**src/hdl/pwmto_regs.svh**
```systemverilog
// Register offsets, field positions, reset values and fixed counts
// for the PWM and tone output block; included by the package.
`ifndef PWMTO_REGS_SVH
`define PWMTO_REGS_SVH

`define PWMTO_ADDR_W          3
`define PWMTO_DATA_W          8

`define PWMTO_OFS_CTRL        3'h0
`define PWMTO_OFS_MAIN_DUTY   3'h1
`define PWMTO_OFS_MAIN_PERIOD 3'h2
`define PWMTO_OFS_SIMPLE_DUTY 3'h3
`define PWMTO_OFS_TONE_CFG    3'h4
`define PWMTO_OFS_TONE_CTRL   3'h5
`define PWMTO_OFS_STATUS      3'h6
`define PWMTO_OFS_MAIN_COUNT  3'h7

// Control register fields
`define PWMTO_CTRL_CLEAR_HOLD 0
`define PWMTO_CTRL_PIN_EN     1
`define PWMTO_CTRL_INVERT     2
`define PWMTO_CTRL_IRQ_EN     3
`define PWMTO_CTRL_PSC_LO     4
`define PWMTO_CTRL_PSC_HI     5
`define PWMTO_CTRL_SIMPLE_EN  6
`define PWMTO_CTRL_RESET      8'h01

// Tone configuration fields, then tone control fields (enable, pin enable)
`define PWMTO_TONE_PERIOD_HI  5
`define PWMTO_TONE_PSC_LO     6
`define PWMTO_TONE_PSC_HI     7
`define PWMTO_TONE_EN         0
`define PWMTO_TONE_PIN_EN     1

// Status fields
`define PWMTO_STAT_PENDING    0
`define PWMTO_STAT_MAIN_LEVEL 1

// Main divider masks for divide by 1, 2, 4, 8
`define PWMTO_MAIN_MASK_1     3'h0
`define PWMTO_MAIN_MASK_2     3'h1
`define PWMTO_MAIN_MASK_4     3'h3
`define PWMTO_MAIN_MASK_8     3'h7

// Tone divider terminal counts (ratio minus one)
`define PWMTO_TONE_DIV_0      5'h03
`define PWMTO_TONE_DIV_1      5'h07
`define PWMTO_TONE_DIV_2      5'h0F
`define PWMTO_TONE_DIV_3      5'h1F

`endif

```
**src/hdl/pwmto_pkg.sv**
```systemverilog
// Types shared by the PWM and tone output block.
// Assumes pwmto_regs.svh is on the include path.
`include "pwmto_regs.svh"

package pwmto_pkg;

  typedef struct packed {
    logic value;
    logic oe;
  } pwmto_pin_t;

  typedef struct packed {
    logic [7:0] ctrl;
    logic [7:0] main_duty_value;
    logic [7:0] main_period_value;
    logic [7:0] simple_duty_value;
    logic [7:0] tone_cfg;
    logic [1:0] tone_ctrl;
    logic       pending;
    logic [7:0] rdata;
    logic [2:0] main_div;
    logic [7:0] main_counter;
    logic [7:0] main_duty_shadow;
    logic       main_wave;
    logic       held;
    logic       main_event;
    logic [7:0] simple_counter;
    logic       simple_wave;
    logic [4:0] tone_div;
    logic [5:0] tone_counter;
    logic       tone_wave;
    pwmto_pin_t main_pin;
    pwmto_pin_t simple_pin;
    pwmto_pin_t tone_pin;
  } pwmto_state_t;

endpackage : pwmto_pkg

```
**src/hdl/pwmto_top.sv**
```systemverilog
// Main PWM, simple fixed-period PWM and square-wave tone generator.
// Assumes a single clock, a same-domain register master and push-pull pins.
// Notes on behaviour
// (RQ1) Main counter 8-bit, divider 1/2/4/8
// (RQ2) Duty writes spare the running period
// (RQ3) Period end copies duty into shadow
// (RQ4) Enabled, not inverted: true waveform out
// (RQ5) Enabled, inverted: complement waveform out
// (RQ6) Period end raises event when enabled
// (RQ7) Hold keeps counter zero, loads shadow
// (RQ8) Hold control resets to one
// (RQ9) Hold forces main waveform low
// (RQ10) Release drives waveform high, new cycle
// (RQ11) Waveform low when counter reaches shadow
// (RQ12) Period match ends period, waveform high
// (RQ13) Counter restarts at zero after match
// (RQ14) Simple counter runs 0 to 255
// (RQ15) Simple high time equals duty clocks
// (RQ16) Simple high while counter below duty
// (RQ17) Simple pin driven only when enabled
// (RQ18) Tone: prescaler, 6-bit counter, 50% duty
// (RQ19) Tone needs enable and pin enable
// (RQ20) Tone frequency from divider and period
// (RQ21) Tone select 2'b11 divides by 32
//
// The address-and-strobe port and the register offsets were left to the implementer.
`timescale 1ns/1ps
`include "pwmto_regs.svh"

module pwmto_top
  import pwmto_pkg::*;
(
  input  wire logic                     clk,               // 10 MHz clock
  input  wire logic                     rst,               // Async reset, high
  input  wire logic                     ce,                // Clock enable
  input  wire logic [`PWMTO_ADDR_W-1:0] addr,              // Register address
  input  wire logic [`PWMTO_DATA_W-1:0] wdata,             // Write data
  input  wire logic                     wr,                // Write strobe
  input  wire logic                     rd,                // Read strobe
  output      logic [`PWMTO_DATA_W-1:0] rdata,             // Read data, next cycle
  output      logic                     main_period_event, // Period done pulse
  output      logic                     main_output_pin,   // Main PWM pin value
  output      logic                     main_output_oe,    // Main PWM pin enable
  output      logic                     simple_output_pin, // Simple PWM pin value
  output      logic                     simple_output_oe,  // Simple PWM pin enable
  output      logic                     tone_output_pin,   // Tone pin value
  output      logic                     tone_output_oe     // Tone pin enable
);

  pwmto_state_t st;
  pwmto_state_t next_st;

  logic       clear_hold;
  logic [2:0] main_mask;
  logic       main_tick;
  logic [4:0] tone_term;
  logic [7:0] next_count;

  assign clear_hold = st.ctrl[`PWMTO_CTRL_CLEAR_HOLD];

  // RQ1 main clock divider select
  always_comb begin
    case (st.ctrl[`PWMTO_CTRL_PSC_HI:`PWMTO_CTRL_PSC_LO])
      2'b00:   main_mask = `PWMTO_MAIN_MASK_1;
      2'b01:   main_mask = `PWMTO_MAIN_MASK_2;
      2'b10:   main_mask = `PWMTO_MAIN_MASK_4;
      default: main_mask = `PWMTO_MAIN_MASK_8;
    endcase
  end

  // RQ21 tone prescale ratios
  always_comb begin
    case (st.tone_cfg[`PWMTO_TONE_PSC_HI:`PWMTO_TONE_PSC_LO])
      2'b00:   tone_term = `PWMTO_TONE_DIV_0;
      2'b01:   tone_term = `PWMTO_TONE_DIV_1;
      2'b10:   tone_term = `PWMTO_TONE_DIV_2;
      default: tone_term = `PWMTO_TONE_DIV_3;
    endcase
  end

  assign main_tick  = ((st.main_div & main_mask) == main_mask);
  assign next_count = st.main_counter + 8'h01;

  always_comb begin
    next_st            = st;
    next_st.main_event = 1'b0;

    // Register writes
    if (wr) begin
      case (addr)
        `PWMTO_OFS_CTRL:        next_st.ctrl = wdata;
        // RQ2 only the written value changes here
        `PWMTO_OFS_MAIN_DUTY:   next_st.main_duty_value = wdata;
        `PWMTO_OFS_MAIN_PERIOD: next_st.main_period_value = wdata;
        `PWMTO_OFS_SIMPLE_DUTY: next_st.simple_duty_value = wdata;
        `PWMTO_OFS_TONE_CFG:    next_st.tone_cfg = wdata;
        `PWMTO_OFS_TONE_CTRL:   next_st.tone_ctrl = wdata[1:0];
        `PWMTO_OFS_STATUS: begin
          if (!wdata[`PWMTO_STAT_PENDING]) begin
            next_st.pending = 1'b0;
          end
        end
        default: ;
      endcase
    end

    // Register reads, data in the following cycle
    next_st.rdata = 8'h00;
    if (rd) begin
      case (addr)
        `PWMTO_OFS_CTRL:        next_st.rdata = st.ctrl;
        `PWMTO_OFS_MAIN_DUTY:   next_st.rdata = st.main_duty_value;
        `PWMTO_OFS_MAIN_PERIOD: next_st.rdata = st.main_period_value;
        `PWMTO_OFS_SIMPLE_DUTY: next_st.rdata = st.simple_duty_value;
        `PWMTO_OFS_TONE_CFG:    next_st.rdata = st.tone_cfg;
        `PWMTO_OFS_TONE_CTRL:   next_st.rdata = {6'h00, st.tone_ctrl};
        `PWMTO_OFS_STATUS:      next_st.rdata = {6'h00, st.main_wave, st.pending};
        `PWMTO_OFS_MAIN_COUNT:  next_st.rdata = st.main_counter;
        default:                next_st.rdata = 8'h00;
      endcase
    end

    // Main PWM
    next_st.held = clear_hold;
    if (clear_hold) begin
      // RQ7 counter held, shadow loaded
      next_st.main_counter     = 8'h00;
      next_st.main_duty_shadow = st.main_duty_value;
      next_st.main_div         = 3'h0;
      // RQ9 output forced low
      next_st.main_wave        = 1'b0;
    end else if (st.held) begin
      // RQ10 release starts a new cycle high
      next_st.main_wave = 1'b1;
      next_st.main_div  = 3'h1;
    end else begin
      // RQ1 divided clock advances the counter
      next_st.main_div = st.main_div + 3'h1;
      if (main_tick) begin
        if (st.main_counter == st.main_period_value) begin
          // RQ13 restart from zero
          next_st.main_counter     = 8'h00;
          // RQ3 shadow reload at period end
          next_st.main_duty_shadow = st.main_duty_value;
          // RQ12 output high for next cycle
          next_st.main_wave        = 1'b1;
          // RQ6 period event when enabled
          if (st.ctrl[`PWMTO_CTRL_IRQ_EN]) begin
            next_st.main_event = 1'b1;
          end
        end else begin
          next_st.main_counter = next_count;
          // RQ11 low once counter reaches shadow
          if (next_count >= st.main_duty_shadow) begin
            next_st.main_wave = 1'b0;
          end
        end
      end
    end

    // Pending flag: set wins over a same-cycle clear
    if (next_st.main_event) begin
      next_st.pending = 1'b1;
    end

    // RQ14 simple counter wraps after 255
    next_st.simple_counter = st.simple_counter + 8'h01;
    // RQ16 high below duty
    // RQ15 duty clocks out of 256
    next_st.simple_wave    = (next_st.simple_counter < st.simple_duty_value);

    // RQ18 tone prescaler and 6-bit counter
    if (!st.tone_ctrl[`PWMTO_TONE_EN]) begin
      next_st.tone_div     = 5'h00;
      next_st.tone_counter = 6'h00;
      next_st.tone_wave    = 1'b0;
    end else if (st.tone_div >= tone_term) begin
      next_st.tone_div = 5'h00;
      // RQ20 toggle every divider times period+1 clocks
      if (st.tone_counter >= st.tone_cfg[`PWMTO_TONE_PERIOD_HI:0]) begin
        next_st.tone_counter = 6'h00;
        next_st.tone_wave    = ~st.tone_wave;
      end else begin
        next_st.tone_counter = st.tone_counter + 6'h01;
      end
    end else begin
      next_st.tone_div = st.tone_div + 5'h01;
    end

    // RQ4 true waveform when not inverted
    // RQ5 complement when inverted
    next_st.main_pin.oe    = next_st.ctrl[`PWMTO_CTRL_PIN_EN];
    next_st.main_pin.value = next_st.ctrl[`PWMTO_CTRL_PIN_EN] &
                             (next_st.main_wave ^ next_st.ctrl[`PWMTO_CTRL_INVERT]);
    // RQ17 simple pin gated by enable
    next_st.simple_pin.oe    = next_st.ctrl[`PWMTO_CTRL_SIMPLE_EN];
    next_st.simple_pin.value = next_st.ctrl[`PWMTO_CTRL_SIMPLE_EN] & next_st.simple_wave;
    // RQ19 tone needs both controls
    next_st.tone_pin.oe    = next_st.tone_ctrl[`PWMTO_TONE_PIN_EN];
    next_st.tone_pin.value = next_st.tone_ctrl[`PWMTO_TONE_PIN_EN] &
                             next_st.tone_ctrl[`PWMTO_TONE_EN] & next_st.tone_wave;
  end

  always_ff @(posedge clk or posedge rst) begin
    if (rst) begin
      st      <= '0;
      // RQ8 hold control out of reset set
      st.ctrl <= `PWMTO_CTRL_RESET;
    end else if (ce) begin
      st <= next_st;
    end
  end

  assign rdata             = st.rdata;
  assign main_period_event = st.main_event;
  assign main_output_pin   = st.main_pin.value;
  assign main_output_oe    = st.main_pin.oe;
  assign simple_output_pin = st.simple_pin.value;
  assign simple_output_oe  = st.simple_pin.oe;
  assign tone_output_pin   = st.tone_pin.value;
  assign tone_output_oe    = st.tone_pin.oe;

endmodule : pwmto_top

```
**config.mk**
```make
export PLATFORM = sky130hd
export DESIGN_NAME = pwmto_top
export DESIGN_NICKNAME = d
export VERILOG_FILES = /design/src/hdl/pwmto_pkg.sv /design/src/hdl/pwmto_top.sv
export VERILOG_INCLUDE_DIRS = /design/src /design/src/hdl
export SDC_FILE = /design/constraint.sdc
export NUM_CORES = 1
export LEC_CHECK = 0
export CORE_UTILIZATION = 55
export DETAILED_ROUTE_END_ITERATION = 10
export DONT_BUFFER_PORTS = 1
export GPL_TIMING_DRIVEN = 0
export PLACE_DENSITY = 0.73
export SKIP_CTS_REPAIR_TIMING = 1
export SLEW_MARGIN = 20
export SYNTH_ARGS = -nofsm -noshare
export SYNTH_HDL_FRONTEND = slang
export SYNTH_SLANG_ARGS = --single-unit
```
**constraint.sdc**
```tcl
create_clock -name clk -period 2.6 [get_ports clk]
set_input_delay 0.26 -clock clk [delete_from_list [all_inputs] [get_ports clk]]
set_output_delay 0.26 -clock clk [all_outputs]
set_load 0.01 [all_outputs]
```
* Word-level counts from Yosys, hierarchy flattened *
Cells that the tools add are included.

word-level totals
  bits in registers = 99
  latch bits = 0
  input bits = 16
  output and inout bits = 15
  memories = 0
  bits in read-only memories = 0
  memory bits (writable) = 0
  word-level logic and storage cells = 106

operators by class
  bitwise logic cells = 7
  mux-type cells = 33
  multiply operators = 0
  $lt $le $gt $ge = 4
  shifts and indexed selects = 0
  divide/modulo/power cells = 0
  eq/ne operators = 16
  reductions and logical operators = 16
  add/subtract/negate cells = 5

operator list
  operator             number
  $pmux 8 s8           1
  $mux 8               7
  $mux 42              1
  $mux 20              1
  $reduce_and 3->1     6
  $mux 17              1
  $add 8x1->8 const B  2
  $mux 16              1
  $pmux 5 s3           1
  $mux 7               2
  $eq 3x3->1 const B   4
  $mux 1               12
  $mux 12              1
  $pmux 3 s3           1
  $eq 8x8->1           1
  $ge 8x8->1           1
  $lt 8x8->1           1
  $reduce_and 4->1     2
  $reduce_bool 2->1    4
  $add 6x1->6 const B  1
  $eq 3x2->1 const B   2
  $ge 6x6->1           1
  $mux 6               1
  $ne 2x1->1 const B   3
  other kinds (17)     23

* Longest topological paths before layout *
Gate-level depths: netlist of the first run.

  depth after elaboration = 9
  mapped depth = 11
  depth with buffers taken out = 11

* Worst setup path before layout of the first run *
No wires, ideal clock.

  kind = register to register
  start point = reg st[38] (netlist name)
  end point = reg st, in the netlist main_output_pin
  arrival time = 2304 ps
  setup slack = 214 ps
  path buffers = 0
  setup time = 82 ps
  clock period less this slack = 2386 ps
  required time = 2518 ps
  cell stages (with the launch flop) = 12
  cell sequence = dfrtp_1 ha_1 nand3_1 nor2_1 xor2_1 ha_1 a21o_1 a2111oi_0 o21ai_0 nand2_1 o32ai_1 a31oi_1

on the way
  longest elaborated chain between the ends = 9
  elaborated cells on any way between the ends = 10
  classes of those cells = 1 x add/sub; 1 x order compare; 1 x eq/ne; 5 x mux; 2 x bitwise

ends and longest elaborated chain
  element                 RTL line          text
  from (decl)             pwmto_top.sv:50   pwmto_state_t st;
  from (signal assigned)  pwmto_top.sv:210  st <= next_st;
  $add 8x1->8             pwmto_top.sv:82   assign next_count = st.main_counter + 8'h01;
  $ge 8x8->1              pwmto_top.sv:154  if (next_count >= st.main_duty_shadow) begin
  $mux 1                  pwmto_top.sv:154
  $mux 1 *                pwmto_top.sv:140  if (st.main_counter == st.main_period_value) begin
  $mux 17 *               pwmto_top.sv:139  if (main_tick) begin
  $mux 1 *                pwmto_top.sv:132  end else if (st.held) begin
  $mux 20 *               pwmto_top.sv:125  if (clear_hold) begin
  $xor 1x1->1 *           pwmto_top.sv:194  (next_st.main_wave ^ next_st.ctrl[`PWMTO_CTRL_INVERT]);
  $and 1x1->1 *           pwmto_top.sv:193  next_st.main_pin.value = next_st.ctrl[`PWMTO_CTRL_PIN_EN] &

Mark *: on every way between the ends. The rest lies on a longest branch, timed or not. The select of a mux whose other input is x is not followed.
A chain may end at the register's enable or synchronous reset.

* Final worst setup path of the first run *
Ends and elaborated chain as after synthesis.

==> results of run 1 <==
## flip-flops by register name, indices dropped and copies added (netlist names)
signal and count:
tone_output_pin 1, clear_hold 1, main_period_event 1, main_output_pin 1, rdata 8, st 83
simple_output_pin 1
## where the power goes
part | internal (mW) | switching [mW]
Combinational | 0.695 | 0.809
Sequential | 1.84 | 0.303
Clock | 0.498 | 0.522
Total | 3.03 | 1.63
## area by class of cell
type	count	share of cell area [%]
Inverter	45	2.868
Tap cell	129	2.681
Sequential cell	96	39.96
Multi-Input combinational cell	376	46.24
Timing Repair Buffer	8	1.850
Buffer	33	2.951
Clock buffer	12	2.577
Clock inverter	4	0.8728
## layer usage
metal	share of wire (%)	vias to the layer above	GRT usage (%)	wire length [µm]
met5	0	-	0	0
met4	3.5	0	12.26	450
met3	3.3	32	3.865	432
met2	49	98	46.62	6333
met1	45	2081	36.31	5823
li1	-	1985	-	-
## layout by cell type, fill, tap and decap left out, drive strengths merged, types with 3 or more instances in the layout
cell      netlist  routed
a211oi          3       3
a21o            8       8
a21oi           9       9
a221o           3       3
a221oi          3       3
a22o            6       6
a22oi           4       4
a32o            5       5
and3           11      11
buf            18      24
clkbuf         15      28
clkinvlp        0       4
dfrtp          95      95
ha             29      29
inv            44      43
mux2           26      26
mux2i          17      17
nand2          61      61
nand2b          4       4
nand3          16      16
nand4           5       5
nor2           24      24
nor3            9       9
nor3b           3       3
nor4            3       3
o2111ai         8       8
o211ai          3       3
o21a            4       4
o21ai          53      53
o221ai          4       4
o2bb2ai         3       3
xnor2          11      11
xor2           17      17
## metrics by stage
stage | hold WS [ns] | total power, mW
floorplan | 0.3768 | 3.142
global placement | 0.3779 | 3.449
detailed placement | 0.1353 | 3.545
CTS | -0.2596 | 4.543
global route | 0.01842 | 4.995
finish | 0.02084 | 4.664
## worst max path at each step
stage               cells past startpoint         endpoint
finish                                 11  main_output_pin
global route                           11  main_output_pin
CTS                                    11  main_output_pin
detailed placement                     11  main_output_pin
global placement                       11  main_output_pin
floorplan                              11  main_output_pin
## cells by family (layout without fill, tap and decap cells)
| family | count (synthesis) | count (layout) | share of synthesized area, % |
|---|---|---|---|
| buffers and inverters | 78 | 102 | 6.339 |
| AO/OA/AOI/OAI | 133 | 133 | 16.78 |
| multiplexers | 43 | 43 | 8.529 |
| adder cells (fa/ha/maj) | 29 | 29 | 6.685 |
| flip-flops | 96 | 96 | 44.28 |
| XOR/XNOR | 28 | 28 | 4.518 |
| AND/OR/NAND/NOR | 143 | 143 | 12.86 |
==> reports/results.ini, run 1 <==
[worst_setup_path]
critPathMaxStageDelay_ns=0.43
worstPathMaxFanout=4
end_kind=flip-flop
required_ns=2.88
crit_chain=ha_4 > nand3_2 > nor2_4 > xor2_2 > ha_1 > a21o_1 > a2111oi_4 > o21ai_2 > nand2_1 > o32ai_2 > a31oi_1
path_buf_inv=0
cp_top_family=compound AO/OA/AOI/OAI gates
worstPathArrival_ns=2.77
regToRegSetupSlack_ns=0.11
critPathLaunch=st[38]
r2r-end=main_output_pin
path_class=reg2reg
slowest_stage=dfrtp_2
worst_setup_path_start_kind=flip-flop
rr_worst_depth=11
r2r-start=st[38]

[synth]
synth-seq-cells=96
synth_edf_count=0
syn_nets=595
synthCells=550
ys_types=59
avgSynthCellArea_um2=9.869
ys_seq_area_share_pct=44.28
synth.most_common_cell=dfrtp_1
synth_ff_type=dfrtp_1
synth_commonest_cells=95 x dfrtp_1, 61 x nand2_1, 52 x o21ai_0
synth_top_area_share_pct=43.80
ys_async_sr_fraction_pct=100.0
yosysWarnings=0
synthTopCellsByArea=dfrtp_1 44%, ha_1 6.7%, mux2_2 5.4%
syn_area_um2=5428
synth_top_area_cell=dfrtp_1

[global_route]
grt_antenna_before_repair=0
grt_pass1_wl_um=21420
grt_max_degree=35
grt_pass1_vias=4119
track_usage_pct=27.87
grt_overflow=0

[finish]
layout-drive-gt1-share_pct=16.55
instances_no_fill=703
regArea_um2=2406
fillerInstances=809
synthToLayoutAreaGrowth_pct=10.93
diodes=0
utilization_pct=63.95
design_area_um2=6021
fin_nets=614
multi_input_area_um2=2784

[clock_tree]
h-tree-depth=3
numCtsBuffers=9
cts_tree=built
clock_latency_ns=0.36
path_clk_slew_ns=0.09
clkSinkCount=96
cts_root_buf=clkbuf_8
clockBufferDepth=2

[route]
drc=0
vias=4196
vias_per_cell=5.969
wl_um=13040
drtAntennaViolNets=0
wl_per_cell_um=18.55
drt_iter0_markers=199
dr.pass1.iters=5

[place]
placedCellCount=682
numPortBuffers=0
gp_congestion=0.9635
place_hpwl_um=10090
place_area_um2=5660
place_ws_ns=-0.4045

[floorplanning]
die_y_um=101.3
fp.coreArea_um2=9415
ioPinCount=31
row_count=35
die_area_um2=10270
initial_core_util_pct=57.65
die_x_um=101.3

[timing]
period_share_pct=95.89
tightest_slew_ns=0.7313
max_slew_margin_pct=50.98
fin_worst_skew_ns=0.01364
setup_slack_ns=0.1068
min_period_ns=2.493
tns_ns=0
final_max_slew_viol_count=0
hold_viol=0
max_clock_freq_mhz=401.1
finalSetupViolCount=0

[outcome]
status=completed

[power_and_ir_drop]
ir_drop_v=0.0005792
leakage_nw=2.778
power_density_nw_per_um2=774.6

[worst_hold_path]
min_from=wdata[7]
min_to=st[75]
holdCritPathClass=in2reg
hold_path_depth=2

[job]
drv_cap=0

Power figures use the tool's default switching activity.
==> run 2: changes to the inputs <==
--- a/config.mk
+++ b/config.mk
@@ -10,7 +10,7 @@
 export DETAILED_ROUTE_END_ITERATION = 10
 export DONT_BUFFER_PORTS = 1
 export GPL_TIMING_DRIVEN = 0
-export PLACE_DENSITY = 0.73
+export PLACE_DENSITY = 0.7
 export SKIP_CTS_REPAIR_TIMING = 1
 export SLEW_MARGIN = 20
 export SYNTH_ARGS = -nofsm -noshare
==> constraint.sdc (replaced) <==
create_clock -name clk -period 2.64 [get_ports clk]
set_input_delay 0.264 -clock clk [delete_from_list [all_inputs] [get_ports clk]]
set_output_delay 0.264 -clock clk [all_outputs]
set_load 0.01 [all_outputs]
==> run 2 against run 1 <==
Net effect:
- flip-flop and latch count stayed put
- critical endpoint unchanged
- non-clock buffer count is 1 higher
- combinational power fell by 3%
- largest power group unchanged
- critical path type unchanged
- count of clock-buffer cells in the layout down 2
- sequential power shrank 2%
==> reports/results.ini, run 2 (synthesized netlist as in run 1, its figures left out) <==
[clock_tree]
clkSinkCount=96
path_clk_slew_ns=0.10
cts_tree=built
clockBufferDepth=2
h-tree-depth=3
numCtsBuffers=9
cts_root_buf=clkbuf_8
clock_latency_ns=0.38

[power_and_ir_drop]
power_mw=4.567
power_density_nw_per_um2=764.9
ir_drop_v=0.0004898
leakage_nw=2.780

[place]
gp_congestion=0.9235
place_area_um2=5633
placedCellCount=681
place_hpwl_um=9848
numPortBuffers=0

[route]
vias=4160
wl_um=13340
dr.pass1.iters=5
vias_per_cell=5.909
wl_per_cell_um=18.95
drc=0
drtAntennaViolNets=0
drt_iter0_markers=283

[global_route]
grt_max_degree=36
grt_overflow=0
grt_pass1_vias=4067
grt_antenna_before_repair=0
track_usage_pct=27.86
grt_pass1_wl_um=21250

[worst_setup_path]
worst_setup_path_start_kind=flip-flop
slowest_stage=dfrtp_2
worstPathArrival_ns=2.84
critPathMaxStageDelay_ns=0.42
crit_chain=ha_2 > nand3_2 > nor2_2 > xor2_2 > ha_1 > a21o_1 > a2111oi_4 > o21ai_2 > nand2_1 > o32ai_2 > a31oi_1
path_class=reg2reg
cp_top_family=compound AO/OA/AOI/OAI gates
worstPathMaxFanout=5
required_ns=2.95
end_kind=flip-flop
path_buf_inv=0

[worst_hold_path]
holdCritPathClass=in2reg

[finish]
mostFrequentLayoutCells=93 x dfrtp_1, 61 x nand2_1, 51 x o21ai_0
layout-drive-gt1-share_pct=15.65
diodes=0
fillerInstances=800
design_area_um2=5971
top_register=st
fin_nets=615
instances_no_fill=704
synthToLayoutAreaGrowth_pct=10.00
final_common_cell=dfrtp_1
largest_reg_flops=83

[floorplanning]
fp.coreArea_um2=9415
die_area_um2=10270
initial_core_util_pct=57.65
die_x_um=101.3
ioPinCount=31
die_y_um=101.3
row_count=35

[timing]
finalSetupViolCount=0
fin_worst_skew_ns=0.01448
tightest_slew_ns=0.7249
tns_ns=0
final_max_slew_viol_count=0
hold-worst-slack_ns=0.0009906
period_share_pct=95.80
max_clock_freq_mhz=395.4
hold_viol=0
min_period_ns=2.529
max_slew_margin_pct=51.41

[job]
drv_cap=0

[outcome]
status=completed

## run 2: per-layer routing
metal	share of wire, %	track usage (%)	wire [µm]
met3	4.1	5.866	549
met2	49	44.85	6539
met4	4.3	14.05	580
met5	0	0	0
met1	43	35.74	5674
## run 2: per-stage QoR
stage	util, %	setup WS (ns)
2_1_floorplan	-	0.2538
4_1_cts	62.01	-0.3059
5_1_grt	63.42	-0.03803
6_report	63.42	0.1110
3_3_place_gp	59.40	-0.1987
3_5_place_dp	59.83	-0.2470
## run 2: final timing paths
| path | start | end | slack, ns | depth (start not counted) |
|---|---|---|---|---|
| max reg2reg | st[39] | main_output_pin | 0.11 | 11 |
| max | st[39] | main_output_pin | 0.11 | 11 |
| min in group asynchronous | rst | st[89] | 0.46 | 2 |
| min | wdata[3] | st[63] | 0.001 | 2 |
| min reg2reg | st[26] | st[26] | 0.50 | 1 |
| max in group asynchronous | rst | clear_hold | 1.55 | 3 |
## run 2: area by class of cell
| class | instances | area, µm² | share of cell area (%) |
|---|---|---|---|
| well taps | 129 | 161.4 | 2.703 |
| clock inverters | 6 | 67.56 | 1.132 |
| clock buffers | 10 | 137.6 | 2.305 |
| multi-input cells | 376 | 2748 | 46.02 |
| repair buffers | 9 | 102.6 | 1.718 |
| plain buffers | 33 | 175.2 | 2.934 |
| flip-flops and latches | 96 | 2406 | 40.30 |
| inverters | 45 | 172.7 | 2.892 |
## run 2: where the power goes
part	internal, mW	switching (mW)	leakage, nW
Sequential	1.81	0.292	1.22
Combinational	0.654	0.809	1.46
Clock	0.467	0.536	0.0989
==> run 3: changes to the inputs <==
--- a/config.mk
+++ b/config.mk
@@ -11,6 +11,7 @@
 export DONT_BUFFER_PORTS = 1
 export GPL_TIMING_DRIVEN = 0
 export PLACE_DENSITY = 0.7
+export SETUP_SLACK_MARGIN = 0.5
 export SKIP_CTS_REPAIR_TIMING = 1
 export SLEW_MARGIN = 20
 export SYNTH_ARGS = -nofsm -noshare
==> run 3 against run 2 <==
Net effect:
- core utilization increased by 1.1 points
- sequential power is essentially flat
- die area unchanged
- maximum frequency is 5.4% higher
- critical path type unchanged
- largest power group unchanged
==> reports/results.ini, run 3 (synthesized netlist as in run 1, its figures left out) <==
[power_and_ir_drop]
ir_drop_v=0.0004103
leakage_nw=2.808
swShare_pct=35.50
p_int_mw=2.925
p_clk_share_pct=21.3
power_mw=4.535
power_density_nw_per_um2=746.3
switchingPower_mw=1.610
power_frac_comb_pct=32.3
sequentialPowerShare_pct=46.4

[worst_setup_path]
end_kind=flip-flop
worstPathMaxFanout=6
endpoint=st[29]
regToRegSetupSlack_ns=0.24
slowest_stage=dfrtp_2
path_class=reg2reg
critPathMaxStageDelay_ns=0.44
critPathLaunch=st[38]
required_ns=2.93
crit_chain=ha_4 > nand3_4 > nor2_4 > xor2_2 > ha_1 > a21o_1 > a2111oi_4 > o21ai_2 > nand2_2 > nor2_1 > a21oi_2
worst_setup_path_start_kind=flip-flop
r2r-start=st[38]
r2r-end=st[29]
worstPathArrival_ns=2.69
rr_worst_depth=11

[timing]
period_share_pct=90.89
fin_worst_skew_ns=0.01280
hold_viol=0
max_slew_margin_pct=49.95
tns_ns=0
setup_slack_ns=0.2405
max_clock_freq_mhz=416.8
hold-worst-slack_ns=0.005748
rsz0062_at_grt=yes
min_period_ns=2.399
final_max_slew_viol_count=0
tightest_slew_ns=0.7467
finalSetupViolCount=0

[floorplanning]
initial_core_util_pct=57.65
die_x_um=101.3
die_y_um=101.3
row_count=35
fp.coreArea_um2=9415
ioPinCount=31
die_area_um2=10270

[global_route]
grt_pass1_wl_um=20930
grt_overflow=0
grt_pass1_vias=4059
grt_max_degree=30
track_usage_pct=27.57
grt_antenna_before_repair=0

[finish]
fin_nets=622
design_area_um2=6077
diodes=0
top_register=st
final_common_cell=dfrtp_1
mostFrequentLayoutCells=92 x dfrtp_1, 60 x nand2_1, 50 x o21ai_0
layout-drive-gt1-share_pct=18.38
synthToLayoutAreaGrowth_pct=11.96
fillerInstances=782
largest_reg_flops=83

[job]
drv_cap=0

[clock_tree]
cts_tree=built
path_clk_slew_ns=0.10
h-tree-depth=3
clkSinkCount=96
clock_latency_ns=0.38
numCtsBuffers=9
cts_root_buf=clkbuf_8
clockBufferDepth=2

[route]
drc=0
wl_per_cell_um=18.38
vias=4222
drtAntennaViolNets=0
vias_per_cell=5.938
wl_um=13070
drt_iter0_markers=247
dr.pass1.iters=5

[place]
gp_congestion=0.9316
place_ws_ns=-0.008463
place_area_um2=5695
place_hpwl_um=9901
numPortBuffers=0

[outcome]
status=completed

[worst_hold_path]
holdCritPathClass=in2reg

run 3: layout make-up:
cell class / instances / area [µm²] / share of cell area (%)
clock buffers: 10 / 127.6 / 2.100
multi-input cells: 376 / 2791 / 45.93
repair buffers: 16 / 170.2 / 2.800
well taps: 129 / 161.4 / 2.656
inverters: 45 / 172.7 / 2.841
plain buffers: 33 / 177.7 / 2.924
flip-flops and latches: 96 / 2407 / 39.61
clock inverters: 6 / 68.82 / 1.132
run 3: worst min-delay path by stage:
stage,start,endpoint,slack [ns],cells after the start
2_1_floorplan,wdata[2],st[62],0.38,2
3_3_place_gp,wdata[3],st[63],0.38,2
3_5_place_dp,rst,st[12],0.19,1
4_1_cts,rst,st[12],-0.22,1
5_1_grt,wdata[4],st[64],0.0003,2
6_report,wdata[3],st[63],0.006,2
run 3: power groups by stage:
stage	logic (mW)	clock network [mW]	registers, mW
2_1_floorplan	1.07	0	2.05
3_3_place_gp	1.29	0	2.14
3_5_place_dp	1.36	0	2.15
4_1_cts	1.37	0.983	2.12
5_1_grt	1.66	1.04	2.15
6_report	1.47	0.965	2.10
run 3: per-stage QoR:
| stage | utilization, % | instances |
|---|---|---|
| after CTS | 62.58 | 698 |
| after floorplan | - | 550 |
| after detailed placement | 60.49 | 682 |
| final | 64.54 | 711 |
| after global placement | 59.77 | 679 |
| after global routing | 64.54 | 711 |
run 3: routing by layer:
metal	track usage (%)	vias up	part of all wire, %
li1	-	2010	-
met1	36.15	2079	44
met2	45.05	101	48
met3	3.865	32	3.7
met4	13.71	0	3.8
met5	0	-	0
run 3: critical path, delay by kind of cell (launching register included):
kind / cells / cell delay (ns)
AO/OA/AOI/OAI: 4 / 0.85
XOR/XNOR: 1 / 0.19
flip-flops: 1 / 0.44
adder cells (fa/ha/maj): 2 / 0.46
AND/OR/NAND/NOR: 4 / 0.40
